## src/pkg/fsp_pkg.sv

```systemverilog
package fsp_pkg;
  // Host status codes
  localparam logic [4:0]  ST_ID        = 5'h1f;
  localparam logic [4:0]  ST_OPER      = 5'h1d;
  localparam logic [4:0]  ST_STAT      = 5'h1e;
  // Sizes
  localparam int          FIFO_DEPTH   = 10;
  localparam logic [2:0]  MAX_PIPE     = 3'h4;
  // APB byte offsets
  localparam logic [11:0] A_CTRL       = 12'h000;
  localparam logic [11:0] A_STAT       = 12'h004;
  localparam logic [11:0] A_INSTR      = 12'h008;
  localparam logic [11:0] A_RESLO      = 12'h00c;
  localparam logic [11:0] A_RESHI      = 12'h010;
  localparam logic [11:0] A_OPLO       = 12'h014;
  localparam logic [11:0] A_OPHI       = 12'h018;
  localparam logic [11:0] A_FSR        = 12'h01c;
  localparam logic [11:0] A_FLAGS      = 12'h020;
  // Control bits
  localparam int          C_PIPE       = 0;
  localparam int          C_DONE       = 1;
  localparam int          C_TRAP       = 2;
  localparam int          C_TTYPE      = 3;
  // Status word bits
  localparam int          SW_Q         = 0;
  localparam int          SW_TS        = 1;
  localparam int          SW_L         = 2;
  localparam int          SW_Z         = 6;
  localparam int          SW_N         = 7;
  // Operation word fields
  localparam int          OW_FIRST_GENERAL_OPERAND      = 11;
  localparam int          OW_SECOND_GENERAL_OPERAND      = 6;
  localparam int          OW_OP        = 2;
  localparam int          OW_F         = 0;
  localparam logic [3:0]  OP_ADD       = 4'h0;
  localparam logic [3:0]  OP_SUB       = 4'h4;
  localparam logic [3:0]  OP_MUL       = 4'hc;
  localparam logic [3:0]  OP_DIV       = 4'h8;
  localparam logic [3:0]  OP_CMP       = 4'h2;

  typedef enum logic [1:0] {S_IDLE, S_OPER, S_EXEC, S_RESULT} fsp_state_t;

  typedef struct packed {
    logic        dbl;
    logic [63:0] data;
  } fsp_opnd_t;

  typedef struct packed {
    logic [23:0] conv;
    logic [2:0]  opWords;
    logic        wantResult;
    logic        pipeOk;
    logic        dbl;
  } fsp_instr_t;
endpackage

```

## src/core/fsp_slave_port.sv

```systemverilog
`timescale 1ns/1ps
`default_nettype none
// Operation
// - Reset abandons work, clears status register and empties FIFOs.
// - Runs from host bus clock plus its inverted complement.
// - Each strobed bus cycle moves exactly one 32-bit word one way.
// - Host strobes every cycle; controller tracks protocol from status lines.
// - Status code is sampled at the strobed clock edge.
// - Monadic register source needs no words; dyadic register-memory needs one word if single, two if double.
// - Operands go into FIFO; instruction becomes register form, same number.
// - Operand FIFO holds up to ten single or double entries.
// - Memory destination: wait for completion, latch result and pulse done in the same cycle.
// - New instruction before operands or result finish aborts the old one.
// - Write strobe with code 11110 flushes all executing instructions.
// - Pipelined mode accepts up to four instructions before first completion.
// - After status request, host reads status word; bit 0 is trap-pending.
// - Trap-type bit selects undefined-opcode trap or slave trap.
// - Trap drives status request low one clock and sets trap-pending bit.
module fsp_slave_port (
  input  wire logic        clk,
  input  wire logic        rst_n,
  input  wire logic        bclkInv,
  input  wire logic        slaveStrobeN,
  input  wire logic [4:0]  hostStatusCode,
  input  wire logic        hostRead,
  input  wire logic [31:0] hostDataIn,
  output logic [31:0]      hostDataOut,
  output logic             hostDataOe,
  output logic             slaveDoneN,
  output logic             statusRequestN,
  input  wire logic        psel,
  input  wire logic        penable,
  input  wire logic        pwrite,
  input  wire logic [11:0] paddr,
  input  wire logic [31:0] pwdata,
  output logic [31:0]      prdata,
  output logic             pready,
  output logic             pslverr
);
  fsp_pkg::fsp_state_t state, next_state;
  fsp_pkg::fsp_instr_t curInstr, next_curInstr, decoded;
  fsp_pkg::fsp_opnd_t  pushData, popData;
  logic [2:0]  outstanding, next_outstanding;
  logic [2:0]  wordsLeft, next_wordsLeft;
  logic        halfHeld, next_halfHeld;
  logic [31:0] lowHalf, next_lowHalf;
  logic [63:0] resOut, next_resOut;
  logic        resIdx, next_resIdx;
  logic        trapQ, next_trapQ;
  logic        trapTs, next_trapTs;
  logic [7:0]  abortCnt, next_abortCnt;
  logic [31:0] next_hostDataOut;
  logic        next_hostDataOe, next_slaveDoneN, next_statusRequestN;
  logic        pushValid, pushReady, popValid, fifoClear;
  logic [3:0]  fifoCount;
  // APB side state
  logic        pipeMode, next_pipeMode;
  logic [31:0] resLo, next_resLo, resHi, next_resHi;
  logic [31:0] fp_status_register, next_fsr;
  logic [2:0]  flags, next_flags;
  logic        clkErr, next_clkErr;
  logic [31:0] next_prdata;
  logic        next_pready, next_pslverr;
  logic        access, doneReq, trapReq, popReq;
  // Host cycle kinds
  logic        hostCyc, isId, isOpW, isResRd, isStRd, isFlush, canDone;
  logic [31:0] statusWord;

  fsp_decode u_decode (
    .idWord (hostDataIn),
    .instr  (decoded)
  );

  fsp_operand_fifo u_fifo (
    .clk       (clk),
    .rst_n     (rst_n),
    .clear     (fifoClear),
    .pushValid (pushValid),
    .pushReady (pushReady),
    .pushData  (pushData),
    .popValid  (popValid),
    .popReady  (popReq),
    .popData   (popData),
    .count     (fifoCount)
  );

  // Strobe edge samples status and data
  assign hostCyc = !slaveStrobeN;
  assign isId    = hostCyc && hostStatusCode == fsp_pkg::ST_ID && !hostRead;
  assign isOpW   = hostCyc && hostStatusCode == fsp_pkg::ST_OPER && !hostRead;
  assign isResRd = hostCyc && hostStatusCode == fsp_pkg::ST_OPER && hostRead;
  assign isStRd  = hostCyc && hostStatusCode == fsp_pkg::ST_STAT && hostRead;
  assign isFlush = hostCyc && hostStatusCode == fsp_pkg::ST_STAT && !hostRead;

  assign access  = psel && penable && pready;
  assign doneReq = access && pwrite && paddr == fsp_pkg::A_CTRL && pwdata[fsp_pkg::C_DONE];
  assign trapReq = access && pwrite && paddr == fsp_pkg::A_CTRL && pwdata[fsp_pkg::C_TRAP];
  assign popReq  = access && !pwrite && paddr == fsp_pkg::A_OPHI;
  // Completion only for an instruction whose operands are all in
  assign canDone = outstanding != 3'h0 && state != fsp_pkg::S_RESULT
                   && (state == fsp_pkg::S_EXEC || outstanding > 3'h1);

  always_comb begin
    statusWord = 32'h0;
    statusWord[fsp_pkg::SW_Q]  = trapQ;
    statusWord[fsp_pkg::SW_TS] = trapTs;
    statusWord[fsp_pkg::SW_L]  = flags[0];
    statusWord[fsp_pkg::SW_Z]  = flags[1];
    statusWord[fsp_pkg::SW_N]  = flags[2];
  end

  // Protocol sequencer: flush, new instruction, operand, result, status
  always_comb begin
    next_state          = state;
    next_curInstr       = curInstr;
    next_outstanding    = outstanding;
    next_wordsLeft      = wordsLeft;
    next_halfHeld       = halfHeld;
    next_lowHalf        = lowHalf;
    next_resOut         = resOut;
    next_resIdx         = resIdx;
    next_trapQ          = trapQ;
    next_trapTs         = trapTs;
    next_abortCnt       = abortCnt;
    next_hostDataOut    = hostDataOut;
    next_hostDataOe     = 1'b0;
    next_slaveDoneN     = 1'b1;
    next_statusRequestN = 1'b1;
    pushValid           = 1'b0;
    pushData            = '0;
    fifoClear           = 1'b0;
    if (isFlush) begin
      next_state       = fsp_pkg::S_IDLE;
      next_outstanding = 3'h0;
      next_wordsLeft   = 3'h0;
      next_halfHeld    = 1'b0;
      next_trapQ       = 1'b0;
      fifoClear        = 1'b1;
    end else if (isId) begin
      if (state == fsp_pkg::S_OPER || state == fsp_pkg::S_RESULT) begin
        next_abortCnt    = abortCnt + 8'h1;
        next_outstanding = 3'h1;
        fifoClear        = 1'b1;
      end else if (state == fsp_pkg::S_IDLE) begin
        next_outstanding = 3'h1;
      end else if (pipeMode && curInstr.pipeOk && outstanding < fsp_pkg::MAX_PIPE) begin
        next_outstanding = outstanding + 3'h1;
      end else begin
        // Host broke the pipe rules: restart on the new one
        next_abortCnt    = abortCnt + 8'h1;
        next_outstanding = 3'h1;
      end
      next_curInstr  = decoded;
      next_wordsLeft = decoded.opWords;
      next_halfHeld  = 1'b0;
      next_trapQ     = 1'b0;
      next_trapTs    = 1'b0;
      next_state     = (decoded.opWords == 3'h0) ? fsp_pkg::S_EXEC : fsp_pkg::S_OPER;
    end else if (isOpW && state == fsp_pkg::S_OPER) begin
      if (curInstr.dbl && !halfHeld) begin
        next_lowHalf  = hostDataIn;
        next_halfHeld = 1'b1;
      end else begin
        pushValid     = 1'b1;
        pushData.dbl  = curInstr.dbl;
        pushData.data = curInstr.dbl ? {hostDataIn, lowHalf} : {32'h0, hostDataIn};
        next_halfHeld = 1'b0;
      end
      next_wordsLeft = wordsLeft - 3'h1;
      if (wordsLeft == 3'h1) next_state = fsp_pkg::S_EXEC;
    end else if (isResRd && state == fsp_pkg::S_RESULT) begin
      next_hostDataOut = resIdx ? resOut[63:32] : resOut[31:0];
      next_hostDataOe  = 1'b1;
      next_resIdx      = 1'b1;
      if (resIdx || !curInstr.dbl) begin
        next_state       = fsp_pkg::S_IDLE;
        next_outstanding = 3'h0;
      end
    end else if (isStRd) begin
      next_hostDataOut = statusWord;
      next_hostDataOe  = 1'b1;
    end
    // Completion from the datapath side
    if (!isFlush && !isId && canDone) begin
      if (trapReq) begin
        next_statusRequestN = 1'b0;
        next_trapQ          = 1'b1;
        next_trapTs         = pwdata[fsp_pkg::C_TTYPE];
        next_outstanding    = 3'h0;
        next_state          = fsp_pkg::S_IDLE;
        fifoClear           = 1'b1;
      end else if (doneReq) begin
        next_slaveDoneN  = 1'b0;
        next_outstanding = outstanding - 3'h1;
        if (curInstr.wantResult && outstanding == 3'h1) begin
          next_resOut = {resHi, resLo};
          next_resIdx = 1'b0;
          next_state  = fsp_pkg::S_RESULT;
        end else if (outstanding == 3'h1) begin
          next_state = fsp_pkg::S_IDLE;
        end
      end
    end
  end

  // Sequencer registers; reset clears everything
  always_ff @(posedge clk or negedge rst_n) begin
    if (!rst_n) begin
      state          <= fsp_pkg::S_IDLE;
      curInstr       <= '0;
      outstanding    <= 3'h0;
      wordsLeft      <= 3'h0;
      halfHeld       <= 1'b0;
      lowHalf        <= 32'h0;
      resOut         <= 64'h0;
      resIdx         <= 1'b0;
      trapQ          <= 1'b0;
      trapTs         <= 1'b0;
      abortCnt       <= 8'h0;
      hostDataOut    <= 32'h0;
      hostDataOe     <= 1'b0;
      slaveDoneN     <= 1'b1;
      statusRequestN <= 1'b1;
    end else begin
      state          <= next_state;
      curInstr       <= next_curInstr;
      outstanding    <= next_outstanding;
      wordsLeft      <= next_wordsLeft;
      halfHeld       <= next_halfHeld;
      lowHalf        <= next_lowHalf;
      resOut         <= next_resOut;
      resIdx         <= next_resIdx;
      trapQ          <= next_trapQ;
      trapTs         <= next_trapTs;
      abortCnt       <= next_abortCnt;
      hostDataOut    <= next_hostDataOut;
      hostDataOe     <= next_hostDataOe;
      slaveDoneN     <= next_slaveDoneN;
      statusRequestN <= next_statusRequestN;
    end
  end

  // APB slave: read data captured in setup, no wait states
  always_comb begin
    next_pipeMode = pipeMode;
    next_resLo    = resLo;
    next_resHi    = resHi;
    next_fsr      = fp_status_register;
    next_flags    = flags;
    // Complement must be low at every rising edge
    next_clkErr   = clkErr | bclkInv;
    next_pready   = psel && !penable;
    next_prdata   = prdata;
    next_pslverr  = 1'b0;
    if (psel && !penable) begin
      next_prdata = 32'h0;
      unique case (paddr)
        fsp_pkg::A_CTRL:  next_prdata = {31'h0, pipeMode};
        fsp_pkg::A_STAT:  next_prdata = {abortCnt, 10'h0, clkErr, halfHeld, wordsLeft,
                                         outstanding, fifoCount, state};
        fsp_pkg::A_INSTR: next_prdata = {8'h0, curInstr.conv};
        fsp_pkg::A_RESLO: next_prdata = resLo;
        fsp_pkg::A_RESHI: next_prdata = resHi;
        fsp_pkg::A_OPLO:  next_prdata = popValid ? popData.data[31:0] : 32'h0;
        fsp_pkg::A_OPHI:  next_prdata = popValid ? popData.data[63:32] : 32'h0;
        fsp_pkg::A_FSR:   next_prdata = fp_status_register;
        fsp_pkg::A_FLAGS: next_prdata = {29'h0, flags};
        default:          next_pslverr = 1'b1;
      endcase
    end
    if (access && pwrite) begin
      unique case (paddr)
        fsp_pkg::A_CTRL:  next_pipeMode = pwdata[fsp_pkg::C_PIPE];
        fsp_pkg::A_RESLO: next_resLo = pwdata;
        fsp_pkg::A_RESHI: next_resHi = pwdata;
        fsp_pkg::A_FSR:   next_fsr = pwdata;
        fsp_pkg::A_FLAGS: next_flags = pwdata[2:0];
        default:          next_pslverr = 1'b0;
      endcase
    end
  end

  always_ff @(posedge clk or negedge rst_n) begin
    if (!rst_n) begin
      pipeMode <= 1'b0;
      resLo    <= 32'h0;
      resHi    <= 32'h0;
      fp_status_register      <= 32'h0;
      flags    <= 3'h0;
      clkErr   <= 1'b0;
      prdata   <= 32'h0;
      pready   <= 1'b0;
      pslverr  <= 1'b0;
    end else begin
      pipeMode <= next_pipeMode;
      resLo    <= next_resLo;
      resHi    <= next_resHi;
      fp_status_register      <= next_fsr;
      flags    <= next_flags;
      clkErr   <= next_clkErr;
      prdata   <= next_prdata;
      pready   <= next_pready;
      pslverr  <= next_pslverr;
    end
  end
endmodule
`default_nettype wire

```

## src/core/fsp_decode.sv

```systemverilog
`timescale 1ns/1ps
`default_nettype none
module fsp_decode (
  input  wire logic [31:0]     idWord,
  output fsp_pkg::fsp_instr_t  instr
);
  logic [15:0] opw;
  logic [4:0]  first_general_operand;
  logic [4:0]  second_general_operand;
  logic [3:0]  op;
  logic        mem1;
  logic        mem2;
  logic        dyadic;
  logic [2:0]  per;

  // Opcode bytes arrive swapped
  assign opw    = {idWord[15:8], idWord[23:16]};
  assign first_general_operand   = opw[fsp_pkg::OW_FIRST_GENERAL_OPERAND +: 5];
  assign second_general_operand   = opw[fsp_pkg::OW_SECOND_GENERAL_OPERAND +: 5];
  assign op     = opw[fsp_pkg::OW_OP +: 4];
  // Register mode has the top two gen bits clear
  assign mem1   = first_general_operand[4:3] != 2'h0;
  assign mem2   = second_general_operand[4:3] != 2'h0;
  assign dyadic = op == fsp_pkg::OP_ADD || op == fsp_pkg::OP_SUB || op == fsp_pkg::OP_MUL
                  || op == fsp_pkg::OP_DIV || op == fsp_pkg::OP_CMP;
  assign per    = opw[fsp_pkg::OW_F] ? 3'h1 : 3'h2;

  // Word count and register form
  always_comb begin
    instr.opWords    = (mem1 ? per : 3'h0) + ((dyadic && mem2) ? per : 3'h0);
    instr.wantResult = mem2 && op != fsp_pkg::OP_CMP;
    instr.pipeOk     = op != fsp_pkg::OP_CMP;
    instr.dbl        = !opw[fsp_pkg::OW_F];
    instr.conv       = {idWord[31:24], 2'h0, first_general_operand[2:0], 2'h0, second_general_operand[2:0], opw[5:0]};
  end
endmodule
`default_nettype wire

```

## src/core/fsp_operand_fifo.sv

```systemverilog
`timescale 1ns/1ps
`default_nettype none
module fsp_operand_fifo (
  input  wire logic                clk,
  input  wire logic                rst_n,
  input  wire logic                clear,
  input  wire logic                pushValid,
  output logic                     pushReady,
  input  wire fsp_pkg::fsp_opnd_t  pushData,
  output logic                     popValid,
  input  wire logic                popReady,
  output fsp_pkg::fsp_opnd_t       popData,
  output logic [3:0]               count
);
  fsp_pkg::fsp_opnd_t mem [fsp_pkg::FIFO_DEPTH];
  logic [3:0] wrPtr;
  logic [3:0] rdPtr;
  logic [3:0] next_wrPtr;
  logic [3:0] next_rdPtr;
  logic [3:0] next_count;
  logic       doPush;
  logic       doPop;

  assign pushReady = count != 4'(fsp_pkg::FIFO_DEPTH);
  assign popValid  = count != 4'h0;
  assign popData   = mem[rdPtr];
  assign doPush    = pushValid && pushReady && !clear;
  assign doPop     = popValid && popReady && !clear;

  // Pointer wrap at ten entries
  always_comb begin
    next_wrPtr = wrPtr;
    next_rdPtr = rdPtr;
    next_count = count;
    if (clear) begin
      next_wrPtr = 4'h0;
      next_rdPtr = 4'h0;
      next_count = 4'h0;
    end else begin
      if (doPush) next_wrPtr = (wrPtr == 4'(fsp_pkg::FIFO_DEPTH - 1)) ? 4'h0 : wrPtr + 4'h1;
      if (doPop) next_rdPtr = (rdPtr == 4'(fsp_pkg::FIFO_DEPTH - 1)) ? 4'h0 : rdPtr + 4'h1;
      next_count = count + {3'h0, doPush} - {3'h0, doPop};
    end
  end

  always_ff @(posedge clk or negedge rst_n) begin
    if (!rst_n) begin
      wrPtr <= 4'h0;
      rdPtr <= 4'h0;
      count <= 4'h0;
    end else begin
      wrPtr <= next_wrPtr;
      rdPtr <= next_rdPtr;
      count <= next_count;
    end
  end

  // Storage needs no reset
  always_ff @(posedge clk) begin
    if (doPush) mem[wrPtr] <= pushData;
  end
endmodule
`default_nettype wire

```

## config.mk

```make
export PLATFORM = sky130hd
export DESIGN_NAME = fsp_slave_port
export DESIGN_NICKNAME = d
export VERILOG_FILES = /design/src/pkg/fsp_pkg.sv /design/src/core/fsp_slave_port.sv /design/src/core/fsp_decode.sv /design/src/core/fsp_operand_fifo.sv
export SDC_FILE = /design/constraint.sdc
export NUM_CORES = 1
export LEC_CHECK = 0
export BUFFER_PORTS_ARGS = -buffer_cell sky130_fd_sc_hd__buf_2
export CAP_MARGIN = 20
export CORE_MARGIN = 2
export CORE_UTILIZATION = 65
export CTS_BUF_LIST = sky130_fd_sc_hd__clkbuf_8
export DETAILED_ROUTE_END_ITERATION = 10
export GPL_TIMING_DRIVEN = 1
export HOLD_SLACK_MARGIN = 0.12
export PLACE_DENSITY_LB_ADDON = 0.3
export SYNTH_ARGS = -nofsm -noshare
export SYNTH_HDL_FRONTEND = slang
export SYNTH_SLANG_ARGS = --single-unit
```

## constraint.sdc

```tcl
create_clock -name clk -period 18.25 [get_ports clk]
set_clock_uncertainty 0.05 [all_clocks]
set_input_delay 1.825 -clock clk [delete_from_list [all_inputs] [get_ports clk]]
set_output_delay 1.825 -clock clk [all_outputs]
set_load 0.05 [all_outputs]
```

### Word level (Yosys, flattened, before mapping)

Memory sizes are Yosys's and may differ from the RTL's.
Cells that the tools add are included.

| storage, ports and cells | value |
|---|---|
| flip-flop bits (word level) | 321 |
| logic and storage cells | 243 |
| memory bits (writable) | 650 |
| memories kept | 1 |
| output and inout port bits | 69 |

Memory list:

| name | words | width | read ports | clocked after memory_dff | write ports | RTL line | RTL |
|---|---|---|---|---|---|---|---|
| u_fifo.mem | 10 | 65 | 1 | 0 | 1 | fsp_operand_fifo.sv:15 | `fsp_pkg::fsp_opnd_t mem [fsp_pkg::FIFO_DEPTH];` |

| operators by class | value |
|---|---|
| magnitude comparators | 2 |
| reductions and logical operators | 74 |
| eq/ne operators | 27 |
| bitwise operators | 5 |
| muxes and demuxes | 95 |
| add/subtract/negate cells | 9 |

Operator list:

| kind | count |
|---|---|
| one-hot mux 32 bit (9 select lines) | 1 |
| 2-to-1 mux 65 bit | 4 |
| 2-to-1 mux 32 bit | 5 |
| 2-to-1 mux 64 bit | 1 |
| equality test 12 x 5 -> 1 bit, second input constant | 4 |
| 2-to-1 mux 3 bit | 16 |
| 2-to-1 mux 1 bit | 45 |
| logical AND 1 bit | 33 |
| 2-to-1 mux 4 bit | 7 |
| 2-to-1 mux 2 bit | 13 |
| equality test 12 x 4 -> 1 bit, second input constant | 2 |
| 2-to-1 mux 8 bit | 3 |
| equality test 4 bit, second input constant | 4 |
| AND reduction 4 bit | 4 |
| equality test 5 bit, second input constant | 3 |
| equality test 12 x 3 -> 1 bit, second input constant | 1 |
| equality test 12 x 6 -> 1 bit, second input constant | 1 |
| logical NOT 12 bit | 1 |
| AND reduction 2 bit | 6 |
| logical NOT 1 bit | 10 |
| nonzero test 2 bit | 5 |
| OR reduction 9 bit | 1 |
| adder 4 x 1 -> 4 bit, second input constant | 2 |
| adder 8 x 1 -> 8 bit, second input constant | 1 |
| 24 further kinds | 39 |

### Longest topological paths before layout

Gate-level depths: netlist of the first run.

| depth | value |
|---|---|
| depth in word-level cells | 17 |
| gate-level depth with buffers | 15 |
| depth with buffers taken out | 14 |

### Modules after synthesis

A second synthesis of the first run with hierarchy kept.

| unflattened totals | value |
|---|---|
| cells, all modules | 2755 |
| area, all modules | 40505.1 um^2 |

By module, submodules not included:

| module | seq. area each (um^2) | instances | area an instance (um^2) | cells an instance |
|---|---|---|---|---|
| fsp_operand_fifo | 19819.0 | 1 | 25653.4 | 1412 |
| fsp_slave_port | 7835.0 | 1 | 14575.2 | 1306 |
| fsp_decode | 0.0 | 1 | 276.5 | 37 |

### Least setup slack after synthesis of the first run

No wires, ideal clock.

| path | value |
|---|---|
| path kind | in2reg |
| start point | input port slaveStrobeN |
| end point | memory u_fifo.mem[4][0] (netlist bit), enable pin |
| setup slack | 8.277 ns |
| stages on the path | 7 |
| setup time | 0.644 ns |
| arrival | 9.279 ns |
| required time | 17.556 ns |
| buffers on the path | 2 |
| path through | and4b_1 > clkbuf_1 > nand4_1 > nor2_1 > o211ai_1 > clkbuf_1 > nor4_1 |

| between the ends | value |
|---|---|
| cells in the longest elaborated chain, start to end | 11 |
| elaborated cells between the ends (all ways) | 24 |

Ends and longest elaborated chain:

| what | RTL line | RTL |
|---|---|---|
| start, declared | fsp_slave_port.sv:23 | `input wire logic slaveStrobeN,` |
| logical NOT 1 bit * | fsp_slave_port.sv:88 | `assign hostCyc = !slaveStrobeN;` |
| logical AND 1 bit, on equally long branches (2 in a row) | fsp_slave_port.sv:89, fsp_slave_port.sv:90, fsp_slave_port.sv:93 |  |
| 2-to-1 mux 1 bit, or another cell as far along | fsp_slave_port.sv:139 | `end else if (isId) begin` |
| 2-to-1 mux 1 bit, or another cell as far along | fsp_slave_port.sv:132 | `if (isFlush) begin` |
| 2-to-1 mux 1 bit, or another cell as far along | fsp_slave_port.sv:185 | `if (trapReq) begin` |
| 2-to-1 mux 1 bit, on equally long branches | fsp_slave_port.sv:184, fsp_slave_port.sv:132 |  |
| logical NOT 1 bit or logical AND 1 bit (tied branches) | fsp_operand_fifo.sv:27 | `assign doPush = pushValid && pushReady && !clear;` |
| logical AND 1 bit * | fsp_operand_fifo.sv:27 |  |
| 2-to-1 mux 1 bit * | fsp_operand_fifo.sv:60 | `if (doPush) mem[wrPtr] <= pushData;` |
| 2-to-1 mux 1 bit (not written as such) * | fsp_operand_fifo.sv:60 |  |
| end, declared | fsp_operand_fifo.sv:15 |  |

Every way passes the cells marked *; elsewhere a longest branch is shown, timed or not.

### Worst setup path after layout of the first run

| path | value |
|---|---|
| start point | input port paddr[3] |
| end point | register u_fifo.count[1] |

| between the ends | value |
|---|---|
| cells in the longest elaborated chain, start to end | 10 |
| elaborated cells between the ends (all ways) | 14 |

Ends and longest elaborated chain:

| what | RTL line | RTL |
|---|---|---|
| start, declared | fsp_slave_port.sv:34 | `input wire logic [11:0] paddr,` |
| logical NOT 12 bit | fsp_slave_port.sv:97 | `assign trapReq = access && pwrite && paddr == fsp_pkg::A_CTRL && pwdata[fsp_pkg::C_TRAP];` |
| logical AND 1 bit (2 in a row) | fsp_slave_port.sv:97 |  |
| 2-to-1 mux 1 bit | fsp_slave_port.sv:185 |  |
| 2-to-1 mux 1 bit | fsp_slave_port.sv:184 | `if (!isFlush && !isId && canDone) begin` |
| logical NOT 1 bit | fsp_operand_fifo.sv:27, fsp_operand_fifo.sv:28 |  |
| logical AND 1 bit | fsp_operand_fifo.sv:27 |  |
| adder 4 x 1 -> 4 bit | fsp_operand_fifo.sv:42 | `next_count = count + {3'h0, doPush} - {3'h0, doPop};` |
| subtractor 4 x 1 -> 4 bit | fsp_operand_fifo.sv:42 |  |
| 2-to-1 mux 4 bit * | fsp_operand_fifo.sv:35 | `if (clear) begin` |
| net u_fifo.next_count[1] | fsp_operand_fifo.sv:20 | `logic [3:0] next_count;` |
| end signal, assigned | fsp_operand_fifo.sv:54 | `count <= next_count;` |
| end, declared | fsp_operand_fifo.sv:13 | `output logic [3:0] count` |

Mark *: on every way through the listed nets, which the timed path passes. The rest lies on a longest branch.
A chain may end at the register's enable or synchronous reset.

==> results of run 1 <==
-- routing by layer --
metal	GRT usage (%)	up-vias	share of wire (%)
li1	-	9983	-
met1	42.3	12100	38
met2	50.3	1365	49
met3	8.48	202	10
met4	12.2	0	2.9
met5	0	-	0
-- cell families (layout without fill, tap and decap cells) --
group,count (synthesis),count (layout)
compound gates,278,278
xor+xnor,13,13
fa+ha+maj,18,18
buf+inv,178,521
flops,961,961
mux,516,516
other cells,0,3
simple gates,490,490
-- per-stage QoR --
step | instances | utilization (%) | total power (W) | hold WS [ns] | worst slack (ns)
floorplan | 2454 | - | 0.00246 | 0.385 | 8.28
global placement | 3299 | 68.6 | 0.00253 | 0.404 | 12.83
detailed placement | 3301 | 68.7 | 0.00253 | 0.409 | 12.73
CTS | 3575 | 73.4 | 0.00422 | 0.423 | 13.52
global route | 3581 | 73.6 | 0.00433 | 0.433 | 13.45
finish | 3582 | 73.6 | 0.00420 | 0.422 | 13.51
-- Yosys cell counts, drive strengths merged (42+ instances only) --
master    n  area, um2
edfxtp  640      19200
dfrtp   319       7980
mux2    239       2790
mux2i   149       1490
nor2    144        541
mux4    128       2880
nand2   117        439
clkbuf  104        390
o21ai    76        380
buf      47        220
a22oi    45        338
and2     43        269
nand3    43        220
a21oi    42        210
-- worst paths after layout --
path / depth (start not counted) / end / from / slack, ns
min in group asynchronous: 1 / hostDataOut[13] / rst_n / 1.02
min: 2 / hostDataOut[22] / hostDataOut[22] / 0.42
min reg2reg: 2 / hostDataOut[22] / hostDataOut[22] / 0.42
max: 12 / u_fifo.count[1] / paddr[3] / 13.51
max reg2reg: 10 / u_fifo.mem[1][20] / curInstr[0] / 14.13
max in group asynchronous: 3 / u_fifo.rdPtr[1] / rst_n / 14.69
-- power groups by stage --
stage / combinational, W / sequential [W] / clock, W
2_1_floorplan: 0.0000844 / 0.00237 / 0
3_3_place_gp: 0.000144 / 0.00238 / 0
3_5_place_dp: 0.000149 / 0.00238 / 0
4_1_cts: 0.000150 / 0.00234 / 0.00173
5_1_grt: 0.000164 / 0.00234 / 0.00183
6_report: 0.000152 / 0.00234 / 0.00171
-- critical path, delay by kind of cell --
family        cells  cell delay, ns
buf+inv           4            1.07
simple gates      5            1.57
fa+ha+maj         3            0.88
-- sequential cells by signal, summed over array words and instances (netlist names), 2 cells and up --
name and cells:
flags 3, fp_status_register 32, state 2, abortCnt 8, resHi 32, wordsLeft 3
prdata 32, u_fifo.mem 640, hostDataOut 32, resLo 32, u_fifo.count 4, u_fifo.wrPtr 4
outstanding 3, lowHalf 32, u_fifo.rdPtr 4, curInstr 23, resOut 64
-- final cells by class --
cell class              instances  share of cell area, %
inverters                      27                  0.228
repair buffers                220                   3.08
clock buffers                 169                   5.23
well taps                     782                   2.20
diodes                          3                 0.0169
multi-input cells            1315                   26.8
clock inverters               105                   1.20
flip-flops and latches        961                   61.3
==> impl_results.md, run 1 <==
- Status: complete, no violations
- XOR/XNOR Fraction of Synth Area: 0.286%
- Sequential share of the synthesized area: 68.5%
- Die Y: 251 um
- Htree depth: 4
- Placement Cell Area: 41500 um2
- Sequential cell fraction of total power: 55.7%
- Pins Over Slew Limit: 0
- Via count: 23700
- Mapped Cells: 2454
- Hold crit path type: register to register
- RSZ-0062 raised after global routing: no
- Warnings, synthesis: 0
- Critical Path, Cell by Cell: buf_2, buf_4, nor4bb_1, nand4_1, buf_4, or4_1, nor2_1, ha_1, inv_1, ha_1, fa_1, nor2b_1
- Reg area: 27300 um2
- Period utilisation layout: 26.0%
- Clk network pwr share: 40.7%
- Most frequent cells in the layout: edfxtp_1, dfrtp_1, mux2_2, clkbuf_8, buf_2
- Most common cell after layout, fill and taps aside: edfxtp_1
- DP HPWL: 58.2 mm
- Die Width: 251 um
- Mean Syn Cell Area: 16.2 um2
- Gate power share: 3.6%
- Synth Area in Adders: 0.604%
- Pwr/cell area: 94.4 nW/um2
- Clock transition at path regs: 0.06 ns
- CP peak stage delay: 0.73 ns
- Post-synthesis mux area share: 18.0%
- Maxcap violations: 0
- Grt ovf: 0
- Core area: 60500 um2
- Syn nets: 2561
- P_sw: 0.000943 W
- Sink Count: 961
- Global-route wire length before repair: 147 mm
- Final Hold Fails: 0
- Achievable frequency: 0.211 GHz
- Post-route DRC: 0
- Vias per cell: 6.60
- Multi-input logic area: 11900 um2
- Total Wirelength: 98.0 mm
- Minimum clock period: 4.74 ns
- Most used DFF post-synth: edfxtp_1
- Cts repair resizes: 0
- Vias in the first global route: 24500
- Setup CP Type: input pin to register
- Fin nets: 2782
- Setup TNS: 0 ns
- Cts bufs inserted: 150
- Cts hold-fix bufs: 0
- Net Sw Frac: 22.5%
- Worst slew margin: 24.7%
- Gr usage total: 31.6%
- Die area: 63200 um2
- CTS root buf: clkbuf_8
- Clock Latency Late Sink: 0.79 ns
- VDD IR-drop max: 0.0000740 V
- Final number of setup-violating endpoints: 0
- Buffer count from post-CTS setup fixing: 0
- Cell variety after synth: 66
- # rows: 90
- Post-synth EDFFs: 640
- Largest family of logic cells by synthesized area: multiplexers
- Post-synthesis register bit count: 961
- Internal: 0.00326 W
- CTS tree: yes
- Clock tree buffer depth: 3
- Crit-path max FO: 53
- CP max-delay cell: or4_1
- Synth Cell Area: 39800 um2
- Worst setup EP type: register
- Largest net degree at the start of global routing: 123
- Syn-to-layout area delta: 11.9%
- IO Port Bufs: 157
- Post-synthesis simple-gate area fraction: 6.05%
- # fillers: 3576
- Critical path required time: 18.87 ns
- TritonRoute pass-1 iters: 7
- Final Cell Area: 44500 um2
- GPL Wtd Cong: 0.926
- CP Launch Type: input pin
- Starting DRT DRC Count: 3001
- Post-synth ARST share: 33.4%
- Initial Util: 65.8%
- I/O pin count: 158
- Share of layout cells above drive strength 1: 29.1%
- Routed length per instance: 27.4 um
- Initial antenna violation count: 5
- Antenna viol nets, final: 0
- Compound-Gate Fraction of Synth Area: 4.74%
- Pleak: 18.8 nW
- Measured slew at the worst slew-check pin: 1.13 ns
- CP arrival: 5.36 ns
(Power assumes the default switching activity.)
==> run 2: changes to the inputs <==
--- a/config.mk
+++ b/config.mk
@@ -8,7 +8,7 @@
 export BUFFER_PORTS_ARGS = -buffer_cell sky130_fd_sc_hd__buf_2
 export CAP_MARGIN = 20
 export CORE_MARGIN = 2
-export CORE_UTILIZATION = 65
+export CORE_UTILIZATION = 58
 export CTS_BUF_LIST = sky130_fd_sc_hd__clkbuf_8
 export DETAILED_ROUTE_END_ITERATION = 10
 export GPL_TIMING_DRIVEN = 1
==> constraint.sdc (replaced) <==
create_clock -name clk -period 4.26 [get_ports clk]
set_clock_uncertainty 0.05 [all_clocks]
set_input_delay 0.426 -clock clk [delete_from_list [all_inputs] [get_ports clk]]
set_output_delay 0.426 -clock clk [all_outputs]
set_load 0.05 [all_outputs]
==> run 2 against run 1 <==
  * Sequential cell count unchanged
  * Hold slack worse by 0.16 ns
  * First-iteration DRC count fell by 7.3%
  * Wire length is 3.9% higher
  * Non-clock buffer count up 102
  * Combinational power rose to 4.4 times the previous value
  * Final area grew 3.2%
  * Core utilization shrank 6.3 points
  * Die area grew 12%
  * Global-route usage down 2.4 points
  * Register-to-register slack got worse by 13 ns
  * Power grew to 4.4 times the previous value
  * Highest routed layer is now met5
==> impl_results.md, run 2 (synthesis results as in run 1) <==
- Buffer count from post-CTS setup fixing: 0
- Die Y: 266 um
- Share of layout cells above drive strength 1: 29.3%
- Fin cells: 3788
- Initial Util: 58.3%
- Worst setup EP type: register
- Pwr/cell area: 399 nW/um2
- CP Launch Type: register
- Grt ovf: 0
- Gr usage total: 29.2%
- Critical Path, Cell by Cell: inv_1, ha_1, o21ba_2, o311a_1, nand4_1, o21ai_0, buf_4, nor2_1, ha_1, inv_1, ha_1, fa_1, xnor2_1, nor2_1
- Final Cell Area: 45900 um2
- VDD IR-drop max: 0.000285 V
- Worst slew margin: 33.6%
- Final Hold Fails: 0
- CTS root buf: clkbuf_8
- Largest register FFs: 640
- Initial antenna violation count: 7
- Critical path required time: 4.88 ns
- CP peak stage delay: 0.44 ns
- # rows: 96
- Antenna viol nets, final: 0
- Via count: 24000
- Largest regs: u_fifo.mem x640, resOut x64
- Placement Cell Area: 42200 um2
- Sink Count: 961
- Pins Over Slew Limit: 0
- Die area: 70700 um2
- Measured slew at the worst slew-check pin: 0.997 ns
- Clock tree buffer depth: 3
- IO Port Bufs: 157
- I/O pin count: 158
- Status: complete, no violations
- Total Wirelength: 102 mm
- Final number of setup-violating endpoints: 0
- Cts repair resizes: 0
- Crit-path max FO: 13
- Total power: 0.0183 W
- Htree depth: 4
- DP HPWL: 59.7 mm
- CTS tree: yes
- CP arrival: 3.82 ns
- Period utilisation layout: 75.0%
- Pleak: 19.4 nW
- GPL Wtd Cong: 0.933
- Most frequent CP cell: ha_1
- Clock Latency Late Sink: 0.80 ns
- Syn-to-layout area delta: 15.5%
- Hold crit path type: input pin to async pin
- Maxcap violations: 0
- Setup CP Type: register to register
- Routed length per instance: 26.9 um
- Achievable frequency: 0.313 GHz
- Top reg by flops: u_fifo.mem
- Global-route wire length before repair: 152 mm
- Most common cell after layout, fill and taps aside: edfxtp_1
- Most frequent cells in the layout: edfxtp_1, dfrtp_1, mux2_2, clkbuf_8, buf_2
- Largest net degree at the start of global routing: 106
- Vias per cell: 6.34
- TritonRoute pass-1 iters: 6
- RSZ-0062 raised after global routing: no
- Final core occ: 67.3%
- Clock transition at path regs: 0.06 ns
- Vias in the first global route: 24300
- Fin nets: 2884
- Starting DRT DRC Count: 2782
- CP max-delay cell: dfrtp_1
- Dpl cells: 3432
- Die Width: 266 um
- Cts hold-fix bufs: 73
- Post-route DRC: 0
- Minimum clock period: 3.20 ns
- Cts bufs inserted: 150
- Core area: 68200 um2
[run 2: cell types whose count changed in the layout (fill, tap and decap cells not counted), sizes merged]
cell,delta
clkbuf,+12
inv,-9
diode,+1
clkinv,-3
buf,+28
bufinv,+2
clkinvlp,+2
dlygate4sd3,+73
[run 2: final timing paths]
path	start	to	slack, ns	depth (start not counted)
min in group clk	bclkInv	clkErr	0.30	3
hold / removal	rst_n	resOut[4]	0.26	2
hold reg to reg	abortCnt[7]	abortCnt[7]	0.41	1
max in group asynchronous	rst_n	resIdx	2.89	3
setup reg to reg	outstanding[1]	u_fifo.count[2]	1.06	14
setup / recovery	outstanding[1]	u_fifo.count[2]	1.06	14
[run 2: report_power, final]
group	internal (W)	switching, W
clock network	0.00407	0.00354
registers	0.00994	0.000125
logic	0.000280	0.000394
total	0.0143	0.00406
[run 2: stage by stage]
stage          hold WS, ns  setup TNS (ns)  setup slack [ns]
3_5_place_dp         0.405               0             0.873
2_1_floorplan       0.0804         -120.45            -0.468
3_3_place_gp         0.405               0             0.887
4_1_cts              0.218               0              1.13
5_1_grt              0.287               0             0.888
6_report             0.262               0              1.06
[run 2: worst max-delay path, delay by kind of cell, from the launching register on]
family / cells / cell delay (ns)
DFF: 1 / 0.44
AOI/OAI and AO/OA: 3 / 0.64
and+or+nand+nor: 3 / 0.30
xor gates and xnor gates: 1 / 0.17
adders and majority gates: 4 / 1.09
buffers and inverters: 3 / 0.37
[run 2: metal layers]
| layer | track usage (%) | part of all wire [%] | up-vias |
|---|---|---|---|
| met4 | 10.4 | 2.9 | 2 |
| met5 | 0 | 0.011 | - |
| met2 | 45.7 | 48 | 1279 |
| met3 | 7.76 | 9.7 | 215 |
| met1 | 40.0 | 40 | 12300 |
| li1 | - | - | 10200 |
[run 2: area by class of cell]
cell class / instances / area [um2]
well taps: 882 / 1100
diodes: 4 / 10.0
clock buffers: 180 / 2480
inverters: 27 / 101
repair buffers: 322 / 2470
fillers: 4469 / 22300
clock inverters: 97 / 522
flip-flops and latches: 961 / 27300
multi-input cells: 1315 / 12000
